File: config.mk
export PLATFORM = sky130hd
export DESIGN_NAME = boot_config_loader
export DESIGN_NICKNAME = d
export VERILOG_FILES = /design/src/boot_cfg_pkg.sv /design/src/boot_config_loader.sv
export SDC_FILE = /design/constraint.sdc
export NUM_CORES = 1
export LEC_CHECK = 0
export ABC_AREA = 0
export BUFFER_PORTS_ARGS = -buffer_cell sky130_fd_sc_hd__buf_2
export CORE_MARGIN = 2
export CORE_UTILIZATION = 50
export DETAILED_ROUTE_END_ITERATION = 10
export GPL_ROUTABILITY_DRIVEN = 0
export PLACE_DENSITY = 0.84
export SLEW_MARGIN = 20
export SYNTH_ARGS = -nofsm -noshare
export SYNTH_HDL_FRONTEND = slang
export SYNTH_SLANG_ARGS = --single-unit
export TNS_END_PERCENT = 100
File: constraint.sdc
create_clock -name core_clk_i -period 3.06 [get_ports core_clk_i]
set_input_delay 0.612 -clock core_clk_i [delete_from_list [all_inputs] [get_ports core_clk_i]]
set_output_delay 0.612 -clock core_clk_i [all_outputs]
set_load 0.01 [all_outputs]
File: src/boot_cfg_pkg.sv
// Functional notes
// - the boot device is 8 bits wide when the width strap is 0, 16 when 1.
// - reset mode 0 holds the reset output low at least 4096 cycles; 1 is reserved.
// - the 3-bit pci mode strap selects off, satellite, host or reserved operation.
// - the pci enable bit starts at 1 for satellite codes, 0 for all others.
// - a watchdog-disable strap of 1 leaves the watchdog off after cold reset.
// - the pipeline clock select is taken at cold reset and never changes after.
// - the internal bus clock is the pipeline clock divided by two, always.
package boot_cfg_pkg;

  // strap vector layout
  localparam int unsigned STRAP_W = 16;
  localparam int unsigned PCLK_SEL_LSB = 0;
  localparam int unsigned PCLK_SEL_MSB = 2;
  localparam int unsigned BOOT_WIDTH_BIT = 7;
  localparam int unsigned RESET_MODE_BIT = 8;
  localparam int unsigned PCI_MODE_LSB = 9;
  localparam int unsigned PCI_MODE_MSB = 11;
  localparam int unsigned WDT_DIS_BIT = 12;
  localparam int unsigned RSVD_LSB = 13;
  localparam int unsigned RSVD_MSB = 15;

  // pci mode codes
  typedef enum logic [2:0] {
    PCI_OFF = 3'b000,
    PCI_SAT_NOT_READY = 3'b001,
    PCI_SAT_SUSPEND = 3'b010,
    PCI_HOST_EXT_ARB = 3'b011,
    PCI_HOST_FIXED_ARB = 3'b100,
    PCI_HOST_RR_ARB = 3'b101,
    PCI_RSVD6 = 3'b110,
    PCI_RSVD7 = 3'b111
  } pci_mode_e;

  // timing: reset output length and bus clock ratio
  localparam int unsigned RST_OUT_CYCLES = 4096;
  localparam int unsigned BUS_CLK_DIV = 2;

  // register map (byte addresses) and fields
  localparam int unsigned ADDR_W = 4;
  localparam logic [3:0] CFG_OFS = 4'h0;
  localparam logic [3:0] STATUS_OFS = 4'h4;
  localparam logic [3:0] CTRL_OFS = 4'h8;
  localparam int unsigned ST_RST_DONE_BIT = 0;
  localparam int unsigned ST_RSVD_STRAP_BIT = 1;
  localparam int unsigned ST_RSVD_RMODE_BIT = 2;
  localparam int unsigned ST_RSVD_PCI_BIT = 3;
  localparam int unsigned CTRL_PCI_EN_BIT = 0;
  localparam int unsigned CTRL_WDT_EN_BIT = 1;

endpackage : boot_cfg_pkg

File: src/boot_config_loader.sv
// The register addresses and the Avalon-MM interface to the registers were chosen for this implementation.
`timescale 1ns/1ps
`default_nettype none
module boot_config_loader #(
  parameter int unsigned RST_OUT_CYCLES = boot_cfg_pkg::RST_OUT_CYCLES
) (
  // clock and cold reset
  input wire logic core_clk_i,
  input wire logic reset_output_n_i,
  // strapped configuration vector
  input wire logic [15:0] memory_data_bus_i,
  // avalon-mm slave
  input wire logic [3:0] address_i,
  input wire logic read_i,
  input wire logic write_i,
  input wire logic [31:0] writedata_i,
  input wire logic [3:0] byteenable_i,
  output logic [31:0] readdata_o,
  output logic waitrequest_o,
  // decoded configuration
  output logic reset_output_n_o,
  output logic boot_width_16_o,
  output logic [2:0] pci_mode_o,
  output logic pci_host_o,
  output logic pci_satellite_o,
  output logic pci_enable_o,
  output logic watchdog_enable_o,
  output logic [2:0] pclk_select_o,
  output logic internal_bus_clock_o
);

  localparam int unsigned CNT_W = $clog2(RST_OUT_CYCLES + 1);
  localparam logic [CNT_W-1:0] CNT_LAST = CNT_W'(RST_OUT_CYCLES - 1);

  // satellite codes pull the pci enable bit high at boot
  function automatic logic is_sat(input logic [2:0] m);
    is_sat = (m == boot_cfg_pkg::PCI_SAT_NOT_READY) ||
             (m == boot_cfg_pkg::PCI_SAT_SUSPEND);
  endfunction : is_sat

  function automatic logic is_host(input logic [2:0] m);
    is_host = (m == boot_cfg_pkg::PCI_HOST_EXT_ARB) ||
              (m == boot_cfg_pkg::PCI_HOST_FIXED_ARB) ||
              (m == boot_cfg_pkg::PCI_HOST_RR_ARB);
  endfunction : is_host

  logic captured_reg;
  logic [15:0] cfg_reg;
  logic [CNT_W-1:0] rst_cnt_reg;
  logic rst_out_n_reg;
  logic host_reg;
  logic sat_reg;
  logic pci_en_reg;
  logic wdt_en_reg;
  logic bus_clk_reg;
  logic wait_reg;
  logic [31:0] rdata_reg;

  // strap decode of the live bus, used only at capture
  wire capture = !captured_reg;
  wire [2:0] mode_in =
    memory_data_bus_i[boot_cfg_pkg::PCI_MODE_MSB:boot_cfg_pkg::PCI_MODE_LSB];
  // clock select as strapped, only looked at by the checks
  wire [2:0] pclk_in =
    memory_data_bus_i[boot_cfg_pkg::PCLK_SEL_MSB:boot_cfg_pkg::PCLK_SEL_LSB];
  wire [2:0] mode_q =
    cfg_reg[boot_cfg_pkg::PCI_MODE_MSB:boot_cfg_pkg::PCI_MODE_LSB];
  wire rsvd_strap =
    |cfg_reg[boot_cfg_pkg::RSVD_MSB:boot_cfg_pkg::RSVD_LSB];
  wire rsvd_rmode = cfg_reg[boot_cfg_pkg::RESET_MODE_BIT];
  wire rsvd_pci = (mode_q == boot_cfg_pkg::PCI_RSVD6) ||
                  (mode_q == boot_cfg_pkg::PCI_RSVD7);

  // bus decode: a request is answered one cycle after it shows up
  wire req = read_i || write_i;
  wire accept = req && wait_reg;
  wire commit = req && !wait_reg;
  wire sel_cfg = (address_i == boot_cfg_pkg::CFG_OFS);
  wire sel_st = (address_i == boot_cfg_pkg::STATUS_OFS);
  wire sel_ctrl = (address_i == boot_cfg_pkg::CTRL_OFS);
  wire ctrl_wr = commit && write_i && sel_ctrl && byteenable_i[0];
  wire [31:0] cfg_word = {16'h0000, cfg_reg};
  wire [31:0] st_word = {28'h0000000, rsvd_pci, rsvd_rmode, rsvd_strap,
                         rst_out_n_reg};
  wire [31:0] ctrl_word = {30'h00000000, wdt_en_reg, pci_en_reg};
  // unmapped addresses read as zero so software never sees junk
  wire [31:0] rd_mux = sel_cfg ? cfg_word :
                       sel_st ? st_word :
                       sel_ctrl ? ctrl_word : 32'h00000000;

  // latch straps
  // capture on the first edge after release, then freeze until next reset
  always_ff @(posedge core_clk_i or negedge reset_output_n_i) begin
    if (!reset_output_n_i) begin
      captured_reg <= 1'b0;
      cfg_reg <= 16'h0000;
      host_reg <= 1'b0;
      sat_reg <= 1'b0;
    end else if (capture) begin
      captured_reg <= 1'b1;
      cfg_reg <= memory_data_bus_i;
      host_reg <= is_host(mode_in);
      sat_reg <= is_sat(mode_in);
    end
  end

  // reset output length
  // reserved reset mode is treated as normal rather than left undefined
  always_ff @(posedge core_clk_i or negedge reset_output_n_i) begin
    if (!reset_output_n_i) begin
      rst_cnt_reg <= '0;
      rst_out_n_reg <= 1'b0;
    end else if (captured_reg && !rst_out_n_reg) begin
      rst_cnt_reg <= rst_cnt_reg + CNT_W'(1);
      if (rst_cnt_reg == CNT_LAST) begin
        rst_out_n_reg <= 1'b1;
      end
    end
  end

  // pci enable and watchdog init
  // boot values come from straps; software may override afterwards
  always_ff @(posedge core_clk_i or negedge reset_output_n_i) begin
    if (!reset_output_n_i) begin
      pci_en_reg <= 1'b0;
      wdt_en_reg <= 1'b0;
    end else if (capture) begin
      pci_en_reg <= is_sat(mode_in);
      wdt_en_reg <= !memory_data_bus_i[boot_cfg_pkg::WDT_DIS_BIT];
    end else if (ctrl_wr) begin
      pci_en_reg <= writedata_i[boot_cfg_pkg::CTRL_PCI_EN_BIT];
      wdt_en_reg <= writedata_i[boot_cfg_pkg::CTRL_WDT_EN_BIT];
    end
  end

  // divide by two
  // a toggle flop gives an exact half rate clock with 50% duty
  always_ff @(posedge core_clk_i or negedge reset_output_n_i) begin
    if (!reset_output_n_i) begin
      bus_clk_reg <= 1'b0;
    end else begin
      bus_clk_reg <= !bus_clk_reg;
    end
  end

  // avalon handshake: waitrequest drops for exactly one cycle per access
  always_ff @(posedge core_clk_i or negedge reset_output_n_i) begin
    if (!reset_output_n_i) begin
      wait_reg <= 1'b1;
      rdata_reg <= 32'h00000000;
    end else begin
      wait_reg <= !accept;
      if (accept && read_i) begin
        rdata_reg <= rd_mux;
      end
    end
  end

  // outputs come straight from flops
  assign readdata_o = rdata_reg;
  assign waitrequest_o = wait_reg;
  assign reset_output_n_o = rst_out_n_reg;
  assign boot_width_16_o = cfg_reg[boot_cfg_pkg::BOOT_WIDTH_BIT];
  assign pci_mode_o = mode_q;
  assign pci_host_o = host_reg;
  assign pci_satellite_o = sat_reg;
  assign pci_enable_o = pci_en_reg;
  assign watchdog_enable_o = wdt_en_reg;
  // pipeline clock select
  // only the capture process writes these bits, so they cannot drift
  assign pclk_select_o =
    cfg_reg[boot_cfg_pkg::PCLK_SEL_MSB:boot_cfg_pkg::PCLK_SEL_LSB];
  assign internal_bus_clock_o = bus_clk_reg;

  // helper: cycles the reset output has stayed low since cold reset
  logic [CNT_W:0] low_cnt_reg;
  always_ff @(posedge core_clk_i or negedge reset_output_n_i) begin
    if (!reset_output_n_i) begin
      low_cnt_reg <= '0;
    end else if (!rst_out_n_reg) begin
      low_cnt_reg <= low_cnt_reg + (CNT_W+1)'(1);
    end
  end
endmodule : boot_config_loader
`default_nettype wire

==> results, run 1 <==
- For this run, the number of standard cells in the final layout without fillers is 301.
- The count of warnings emitted by yosys is 0.
- CTS placed an instance of clkbuf_8 at the clock tree root.
- The final critical path time including I/O delays and setup is 1750 ps.
- The destination of the worst register-to-register timing path is readdata_o[7].
- For the pin with the worst max-slew slack, the measured transition is 758 ps.
- The post-detailed-routing wire length is 4.42 mm.
- The worst setup path is captured at a flip-flop.
- The min-delay analysis places its worst path in the category input port to asynchronous set/reset pin.
- The number of antenna violations at the first check in global routing was 0.
- The post-placement cell count is 293.
- The flop-to-flop setup slack is 1310 ps.
- Summed over all failing endpoints, the final setup total negative slack is 0 ps.
- For this run the aggregate overflow at the end of global routing stands at 0.
- The signal on the critical path passes through nand2_1, nor2_4, a22o_2.
- The worst-case IR drop observed on VDD is 0.000422 V.
- In the synthesized netlist the dominant register cell turns out to be dfrtp_1.
- The finished cells cover 2710 um^2.
- In this run the critical register-to-register path is launched from waitrequest_o.
- The number of DRC markers in iteration 0 is 82.
- The worst register-to-register path has a depth of 3.
- The critical path arrival is 2000 ps.
- The worst setup path is launched from a flip-flop.
- The count of cells resized by post-cts repair is 0.
- The die covers 5320 um^2.
- In this run the tool buffered the top-level ports with 56 buffer cells.
- The buffer count from post-CTS setup fixing is 0.
- In this run the worst setup path terminates at readdata_o[7].
- The final clock skew is 5.63 ps.
- Setup violations remaining at the end of the flow were counted as 0.
- Entering global routing, the biggest net connects 35 pins.
- The hold violation total from the final report is 0.
- The clock sink count is 53.
- The antenna violation net count after detailed routing is 0.
- The power density relative to cell area is 585 nW/um^2.
- Summing every instance area after synthesis gives 2380 um^2.
- For this block, the via count after detailed routing is 1619.
- In the routed design, unresolved DRC markers number 0.
- The average instance in the mapped netlist occupies 12.3 um^2.
- Global routing consumed, over all layers together, 18.5% of the routing resources.
- Dividing the detail-routed via count by the number of cells gives 5.38.
- The cell type with the highest aggregate area in the netlist is dfrtp_1.
- The maximum frequency from static timing analysis is 573 MHz.
- The die is 73.0 um tall.
- The fraction of registers with async set or reset after synthesis is 100%.
- The clock-pin slew on the worst setup and hold paths is 90 ps.
- In this run the cell area measured after placement is 2590 um^2.
- The data required time of the critical path is 3310 ps.
- In this run the standard cell core region covers 4660 um^2.
- Counting flops and latches in the post-synthesis netlist gives 53.
- TritonCTS built the clock tree.
- The first global-routing pass estimated 7.47 mm of wire.
- The largest individual stage delay along the critical path comes from the cell dfstp_2.
- After synthesis, the netlist uses 41 different library cells.
- The initialized floorplan defines 25 standard-cell rows.
- The run finished with clean final reports.
- The number of clock buffers added by TritonCTS is 5.
- The maximum clock insertion buffer count is 2.
- Dividing the detail-routed wire length by the instance count gives 14.7 um.
- The maximum fanout along the worst path is 21.
- In this run the horizontal extent of the chip is 73.0 um.
- The area growth from synthesis to layout is 14.2%.
- The number of max-slew violations in the final report is 0.
- The critical path is of the flip-flop to flip-flop type.
- The H-tree generated during clock tree synthesis spans 2 levels.
- The synthesized instance count is 194.
- The maximum single-stage delay on the critical path is 570 ps.
- The initial utilization of the core area, before any placement, comes to 51.0%.
- The share of final-layout standard cells stronger than drive strength 1 is 39.3%.
- The number of enable flip-flop cells after synthesis is 0.
- The leakage power figure is 1.35 nW.
- The filler cell count in the final layout is 387.
- At the later pin of the worst-skew pair, clock insertion delay measures 310 ps.
- Setup repair after global routing left no endpoint under its margin.
- Hold repair after CTS inserted 0 buffers.
- 0 antenna diodes ended up in the layout.
- The final-stage net count is 307.
- The critical path starts at waitrequest_o.
- Pin placement for this block handled 106 I/O pins.
- The share of the clock period used by the worst path after layout is 57.0%.
- The first-pass iteration count of the detailed router is 7.
- The via count of the first global-routing pass is 1540.
- The number of max-capacitance violations reported is 0.
- The HPWL after detailed placement is 3.30 mm.
- The worst max-slew margin expressed relative to the limit is 49.4%.
- Overall power consumption after layout is estimated at 1.59 mW.
- After synthesis, the cell types taking the most area are dfrtp_1, mux2_2, buf_4, a22o_2, xnor2_1.
- Sequential cells were found to cover 55.8% of the synthesized design area.
- After synthesis, the largest area contributor takes up 54.7% of total cell area.
## logic make-up (layout without fill, tap and decap cells)
logic type / Yosys count / after routing / share of synthesized area (%)
other: 2 / 17 / 0.316
buffers and inverters: 31 / 69 / 9.00
XOR/XNOR: 13 / 13 / 4.79
multiplexers: 17 / 17 / 8.05
adder cells (fa/ha/maj): 1 / 1 / 0.526
flip-flops: 53 / 53 / 55.8
AO/OA/AOI/OAI: 30 / 30 / 9.89
AND/OR/NAND/NOR: 47 / 47 / 11.6
## cells in the final DEF, fill, tap and decap left out, types with 4 or more instances in the layout
cell and instances:
buf_2 56, dfrtp_1 52, mux2_2 17, conb_1 17, nand2_1 13, a22o_2 10
xnor2_1 8, o21ai_0 6, clkbuf_8 6, xor2_1 5, nor2_1 4, nand4_1 4
## through the flow
| step | hold WS, ps | util (%) | setup WS (ps) |
|---|---|---|---|
| 2_1_floorplan | 316 | - | 1470 |
| 5_1_grt | 264 | 58.2 | 1180 |
| 6_report | 229 | 58.2 | 1310 |
| 3_5_place_dp | 413 | 55.7 | 1180 |
| 4_1_cts | 236 | 58.2 | 1340 |
| 3_3_place_gp | 406 | 55.7 | 1210 |
## where the power goes
part,switching (mW),leakage [nW],internal (mW)
combinational,0.120,0.623,0.112
clock,0.227,0.0574,0.266
sequential,0.0790,0.672,0.784
## worst max-delay path: cells and delay by family (launching register included)
family           cells  cell delay (ps)
AO/OA/AOI/OAI        1              200
flip-flops           1              570
AND/OR/NAND/NOR      2              920
## synthesized netlist by cell type, types with 3 or more instances
master    n
dfrtp_1  52
buf_4    23
mux2_2   17
nand2_1  13
a22o_2   10
xnor2_1   8
o21ai_0   6
xor2_1    5
nand4_1   4
nor2_1    4
buf_2     3
inv_1     3
nand3_1   3
nor2b_1   3
nor3_1    3
## per-layer routing
layer	wire, um	up-vias	global-route usage [%]
met5	0	-	0
met4	150	0	8.85
met3	237	15	4.70
met1	2120	794	26.5
li1	-	749	-
met2	1910	61	26.3
## cell type report
cell class	instances	area, um^2	share of cell area [%]
multi-input combinational	125	892	32.9
sequential	53	1330	48.9
tap	54	67.6	2.49
inverter	3	11.3	0.415
timing repair buffer	58	295	10.9
clock inverter	2	37.5	1.38
clock buffer	6	82.6	3.04
## how the worst min path moves through the flow
stage | to | slack, ps | start
after floorplan | captured_reg | 320 | reset_output_n_i
after global placement | internal_bus_clock_o | 410 | internal_bus_clock_o
after detailed placement | internal_bus_clock_o | 410 | internal_bus_clock_o
after CTS | pci_satellite_o | 240 | reset_output_n_i
after global routing | pci_enable_o | 260 | reset_output_n_i
final | cfg_reg[6] | 230 | reset_output_n_i
Power figures use the tool's default switching activity.
==> run 2, diff against run 1 <==
Settings changed: ABC_AREA 0 to 1, CORE_UTILIZATION 50 to 48, PLACE_DENSITY 0.84 to 0.8.
Clock period 3.06 ns to 1.7 ns, I/O delays scaled along.
==> run 2 against run 1 <==
  * Sequential power is 75% higher
  * Clock skew increased by 4.4 ps
  * Critical path depth down 2
  * Core utilization decreased by 1.2 points
  * Area after synthesis grew 8.5%
  * Sequential share of layout area shrank 3.6 points
  * First-iteration DRC count increased by 44%
  * Clock power rose by 41%
  * Die area grew 12%
  * Hold slack worse by 230 ps
==> results, run 2 <==
- The clock sink count is 53 (unchanged).
- The switching share of power is 30.7% (+3.9 points).
- The final critical path time including I/O delays and setup is 1380 ps.
- The critical path capture point type is a primary output.
- The logic gate share of total power is 19.1% (+4.5 points).
- The class of the tightest hold or removal check is input port to asynchronous set/reset pin.
- Walking the worst path, the cells encountered are buf_2.
- The worst setup path is of the flip-flop to primary output kind.
- The type of element launching the critical path is a flip-flop.
- The starting density of the core is 50.2% (-0.84 points).
- The master cell of the clock root buffer is clkbuf_8.
- The flow ran to the end, and the final reports show no timing, DRC or antenna violations.
- The final non-filler cell area is 2930 um^2 (+7.9%).
- The share of final-layout standard cells stronger than drive strength 1 is 29.1% (-10 points).
- The buffer count from post-CTS setup fixing is 0 (unchanged).
- The count of cells along the worst register-to-register path is 4 (+1).
- Of the available clock period, the critical path in the final layout requires 81.0%.
- The hold violation total from the final report came to 0 (unchanged).
- The number of buffers inserted by port buffering is 56 (unchanged).
- The count of warnings emitted by yosys is 0 (unchanged).
- Ranked by instance count, the synthesized netlist is headed by nand2_1, dfrtp_1, inv_1, buf_4, o21ai_0.
- The overall fraction of global-route tracks in use is 17.4% (-1.1 points).
- The worst-path cell with the longest stage delay is dfstp_2.
- The clock-pin slew on the worst setup and hold paths is 100 ps (about the same).
- The number of top-level pins is 106 (unchanged).
- The count of antenna diodes in the layout is 0 (unchanged).
- The clock latency on the worst-skew pair is 310 ps (about the same).
- The first-pass iteration count of the detailed router is 4 (-3).
- The data required time of the critical path is 1360 ps (-1950 ps).
- The global-route congestion overflow total was 0 (unchanged).
- The maximum clock insertion buffer count is 2 (unchanged).
- The cell type with the highest aggregate area in the netlist is dfrtp_1.
- The share of synthesized area occupied by flip-flops and latches is 51.5% (-4.4 points).
- The number of antenna violations at the first check in global routing was 0 (unchanged).
- Setup repair after global routing left no endpoint under its margin.
- The clock buffer count from CTS is 5 (unchanged).
- The library cell with the highest instance count after synthesis is nand2_1.
- Leaving out fill and tap cells, the most frequent cell in the layout is nand2_1.
- The maximum single-stage delay on the critical path is 590 ps (+20 ps).
- Broken down by cell family, the worst path's largest delay share belongs to flip-flops.
- The post-detailed-placement cell area is 2840 um^2 (+9.6%).
- The minimum hold slack is 0.415 ps (-229 ps).
- The per-cell via count in the routed design came to 4.63 (-14%).
- In this run the critical register-to-register path is launched from waitrequest_o.
- The leakage power figure is 1.66 nW (+22%).
- The synthesized instance count came to 289 (+49%).
- The antenna violation net count after detailed routing was 0 (unchanged).
- The final clock skew is 10.1 ps (+4.42 ps).
- The number of buffers inserted for hold repair after clock tree synthesis is 0 (unchanged).
- The detailed-route wire length per cell was 11.9 um (-19%).
- The width of the die was 77.3 um (+5.9%).
- The fraction of registers with async set or reset after synthesis was 100% (unchanged).
- Sorting the synthesized cells by area gives the leading types as dfrtp_1, nand2_1, buf_4, inv_1, o21ai_2.
- The largest net degree at the start of global routing is 54 (+54%).
- The number of enable flip-flop cells after synthesis is 0 (unchanged).
- The switching power came to 837 uW (+97%).
- The number of max-capacitance violations reported was 0 (unchanged).
- TritonCTS built the clock tree.
- The overall power consumption is 2.73 mW (+72%).
- The global-route wire length before repair came to 8.31 mm (+11%).
- The height of the die is 77.3 um (+5.9%).
- The post-placement cell count is 406 (+39%).
- The critical path arrival was 1040 ps (-960 ps).
- The maximum frequency from static timing analysis is 726 MHz.
- The synthesized cell area is 2580 um^2 (+8.5%).
- The placeable core area was 5140 um^2 (+10%).
- The total die area is 5970 um^2 (+12%).
- The top cell types in the final layout, fill and taps aside, are nand2_1, buf_2, dfrtp_1.
- In this run the worst setup path begins at waitrequest_o.
- The number of DRC markers in iteration 0 came to 118 (+44%).
- The count of cells resized by post-cts repair came to 0 (unchanged).
- The total negative slack for setup checks came to 0 ps (unchanged).
- The via count of the first global-routing pass is 1897 (+23%).
- The maximum fanout along the worst path is 4 (-81%).
- The final non-filler cell total is 414 (+38%).
- The number of distinct library cell variants in the gate-level netlist after synthesis is 34 (-17%).
- The share of power burned in the clock network was 25.6% (-5.5 points).
- The number of cell rows is 26 (+4.0%).
- The sequential power share is 55.3% (+1.0 points).
- The post-detailed-routing wire length was 4.92 mm (+11%).
- The critical path depth is 1 (-2).
- The final setup violation count was 0 (unchanged).
- The share of Yosys cell area claimed by the top area cell type is 50.5% (-4.3 points).
- The highest ir drop seen on vdd was 0.000429 V (+1.7%).
- The internal power component is 1.89 mW (+63%).
- The H-tree depth came to 2 (unchanged).
- The count of unresolved DRC violations after routing came to 0 (unchanged).
- The worst path buffer plus inverter count was 1 (+1).
- The flop and latch count out of synthesis is 53 (unchanged).
- The power density relative to cell area is 931 nW/um^2 (+59%).
- For this run, the leading register cell type out of synthesis is dfrtp_1.
- The average size of a mapped cell is 8.92 um^2 (-27%).
- The total vias in the final route came to 1917 (+18%).
- The number of max-slew violations in the final report is 0 (unchanged).
- The HPWL after detailed placement is 3.69 mm (+12%).
- Compared with the post-synthesis result, the final layout area differs by 13.6%.
- The final-stage net count is 404 (+32%).
-- run 2: final timing paths --
path	end	slack, ps
worst max-delay path	waitrequest_o	320
worst min-delay path	readdata_o[13]	0.4
worst max register to register	readdata_o[11]	340
worst min register to register	internal_bus_clock_o	410
max in group asynchronous	waitrequest_o	1410
min in group core_clk_i	cfg_reg[2]	230
-- run 2: power groups by stage --
stage | Clock [mW] | Sequential, mW | Combinational (mW)
2_1_floorplan | 0 | 1.53 | 0.386
3_3_place_gp | 0 | 1.53 | 0.509
3_5_place_dp | 0 | 1.53 | 0.529
4_1_cts | 0.722 | 1.51 | 0.532
5_1_grt | 0.767 | 1.53 | 0.594
6_report | 0.697 | 1.51 | 0.522
-- run 2: cells by family after synthesis --
group	share of synthesized area (%)
fa+ha+maj	0.485
buf+inv	12.5
other cells	0.291
simple gates	25.7
flops	51.5
compound gates	6.84
xor+xnor	2.72
-- run 2: final cells by class --
type,count,area [um^2]
Clock buffer,6,72.6
Fill cell,482,2210
Inverter,33,126
Multi-Input combinational cell,191,985
Clock inverter,2,15.0
Timing Repair Buffer,59,315
Tap cell,70,87.6
Sequential cell,53,1330
-- run 2: worst register-to-register path, cell delays in order, from the launching register on --
cell     delay, ps
dfstp_2        590
nand3_4        250
nor2_8         210
inv_4          110
o21ai_2        130
-- run 2: layer usage --
layer	routed length (um)	GRT usage, %
met5	0	0
met4	76	5.36
met3	257	3.88
met2	2500	30.7
met1	2080	21.0
-- run 2: through the flow --
step | worst slack, ps | utilization [%]
final | 322 | 57.0
after global routing | 271 | 57.0
after CTS | 311 | 57.0
after detailed placement | 350 | 55.3
after global placement | 377 | 55.3
after floorplan | 533 | -
==> run 3, diff against run 2 <==
Settings changed: ABC_AREA 1 to 0, CORE_UTILIZATION 48 to 47.
Clock period 1.7 ns to 1.38 ns, I/O delays scaled along.
==> run 3 against run 2 <==
  * Count of clock-buffer cells in the layout down 1
  * Critical path type is now flip-flop to flip-flop
  * Final area down 0.60%
  * First-iteration DRC count up 15%
  * Register-to-register slack worse by 280 ps
  * Clock power up 43%
  * Power up 29%
  * Routed wire length down 2.9%
  * Die area down 5.5%
  * Non-clock buffer count up 19
  * Clock skew about the same
  * Sequential share of layout area up 0.32 points
  * Setup slack worse by 260 ps
==> results, run 3 (synthesis gave the netlist of run 1 again) <==
- The global-route congestion overflow total is 0 (unchanged).
- The detailed router used layers up to and including met4.
- The filler cell count in the final layout is 386 (-20%).
- Leaving out fill and tap cells, the most frequent cell in the layout is buf_2.
- The H-tree depth is 2 (unchanged).
- The starting density of the core came to 49.7% (-0.50 points).
- The area added between synthesis and finish is 22.5%.
- The sequential power share is 54.6% (-0.7 points).
- The data required time of the critical path is 1580 ps (+220 ps).
- The largest net degree at the start of global routing is 22 (-59%).
- The clock latency on the worst-skew pair is 310 ps (about the same).
- The highest ir drop seen on vdd is 0.000697 V (+63%).
- The met1 routed wirelength after detailed routing came to 2.20 mm (+5.6%).
- The final-stage net count is 327 (-19%).
- The library cells used most frequently in the layout, excluding fill and tap cells, are buf_2, dfrtp_1, buf_4.
- The clock-pin slew on the worst setup and hold paths came to 90 ps (about the same).
- The share of power burned in the clock network is 28.5% (+2.9 points).
- The placeable core area is 4790 um^2 (-6.9%).
- The critical path arrival is 1520 ps (+480 ps).
- The maximum fanout along the worst path is 10 (+6).
- The area taken by multi-input logic gates is 898 um^2 (-8.8%).
- The type of element launching the critical path is a flip-flop.
- The logic gate share of total power came to 16.9% (-2.2 points).
- The number of buffers inserted by port buffering is 56 (unchanged).
- The post-detailed-routing wire length came to 4.78 mm (-2.9%).
- The flop-to-flop setup slack is 60 ps (-280 ps).
- The final clock skew came to 9.57 ps (-0.484 ps).
- The final setup violation count is 0 (unchanged).
- The clock period could shrink to 1320 ps.
- The total vias in the final route is 1717 (-10%).
- Setup repair after global routing left no endpoint under its margin.
- The critical path capture point type is a flip-flop.
- The antenna violation net count after detailed routing is 0 (unchanged).
- The final non-filler cell area was 2910 um^2 (-0.60%).
- The per-cell via count in the routed design is 5.16 (+11%).
- The worst hold path terminates at waitrequest_o.
- The clock sink count is 53 (unchanged).
- The worst hold path passes through 2 cells.
- The HPWL after detailed placement was 3.58 mm (-3.1%).
- Timing would allow up to 758 MHz.
- The width of the die was 75.1 um (-2.8%).
- The startpoint identified for the worst hold timing path is read_i.
- The count of unresolved DRC violations after routing was 0 (unchanged).
- The total die area is 5640 um^2 (-5.5%).
- The clock tree from TritonCTS is done.
- The first-pass iteration count of the detailed router was 4 (unchanged).
- The global-route wire length before repair is 7.82 mm (-5.8%).
- The number of max-slew violations in the final report is 0 (unchanged).
- The count of cells along the worst register-to-register path came to 3 (-1).
- The number of top-level pins is 106 (unchanged).
- The tree is rooted in a clkbuf_8.
- The class of the tightest hold or removal check is input port to flip-flop.
- The number of max-capacitance violations reported came to 0 (unchanged).
- The number of DRC markers in iteration 0 is 136 (+15%).
- The internal power component is 2.57 mW (+36%).
- After layout, the worst path uses 95.6% of the clock period.
- The detailed-route wire length per cell was 14.3 um (+21%).
- The worst setup margin is 60.8 ps (-262 ps).
- The flow ran to the end, and the final reports show no timing, DRC or antenna violations.
- The destination of the worst register-to-register timing path is readdata_o[7].
- The clock buffer count from CTS is 5 (unchanged).
- The count of antenna diodes in the layout came to 0 (unchanged).
- The switching power is 952 uW (+14%).
- The switching share of power is 27.0% (-3.7 points).
- The overall fraction of global-route tracks in use is 18.5% (+1.1 points).
- The routed length on met2 is 2.18 mm (-13%).
- The power density relative to cell area is 1210 nW/um^2 (+30%).
- The pre-CTS setup slack is -62.9 ps (-413 ps).
- The critical path starts at waitrequest_o.
- The maximum clock insertion buffer count is 2 (unchanged).
- The number of cell rows is 25 (-3.8%).
- The register area is 1330 um^2 (about the same).
- The total negative slack for setup checks is 0 ps (unchanged).
- The critical path is of the flip-flop to flip-flop type.
- The leakage power figure is 1.46 nW (-12%).
- The via count of the first global-routing pass is 1712 (-9.8%).
- The height of the die was 75.1 um (-2.8%).
- In this run the critical register-to-register path is launched from waitrequest_o.
- The number of antenna violations at the first check in global routing was 0 (unchanged).
- The hold violation total from the final report is 0 (unchanged).
- The share of final-layout standard cells stronger than drive strength 1 was 44.0% (+15 points).
- The utilization after layout is 60.8% (+3.9 points).
- The met3 routed wirelength came to 294 um (+14%).
- The post-detailed-placement cell area is 2780 um^2 (-2.1%).
[run 3: through the flow]
step	power, mW	hold slack [ps]	cells
detailed placement	2.53	227	324
finish	3.52	143	333
floorplan	2.29	-19.6	209
global route	3.69	153	333
CTS	3.55	129	332
global placement	2.48	225	324
[run 3: worst max-delay path, stage by stage (launching register included)]
cell     delay, ps
dfstp_2        560
nand2_1        170
buf_4          230
a22o_2         260
[run 3: area by class of cell]
type | count | share of cell area (%)
Sequential cell | 53 | 45.6
Multi-Input combinational cell | 125 | 30.9
Timing Repair Buffer | 78 | 16.7
Tap cell | 67 | 2.88
Clock buffer | 5 | 2.36
Clock inverter | 2 | 1.20
Inverter | 3 | 0.387
[run 3: metal layers]
metal  GRT usage (%)  vias up
met5               0        -
met1            26.3      821
li1                -      798
met2            27.9       84
met4            5.95        0
met3            4.82       14
[run 3: power groups by stage]
stage	clock network [mW]	logic, mW	registers, mW
after floorplan	0	0.379	1.92
after global placement	0	0.555	1.93
after detailed placement	0	0.589	1.94
after CTS	1.04	0.592	1.91
after global routing	1.09	0.657	1.95
final	1.00	0.595	1.92
[run 3: worst max-delay path by stage]
stage | end | slack (ps)
CTS | rst_cnt_reg[12] | 30
detailed placement | readdata_o[5] | -60
floorplan | rst_cnt_reg[12] | 80
finish | readdata_o[7] | 60
global placement | pci_enable_o | -50
global route | readdata_o[1] | 8
[run 3: repair_timing]
item / 4_1_cts / 5_1_grt
hold buffers: 1 / 0
hold endpoints to repair: 13 / 0
pin swaps: 0 / 2
cloned: 0 / 0
buffers inserted: 0 / 1
resized for setup: 1 / 1
setup endpoints to repair: 1 / 2
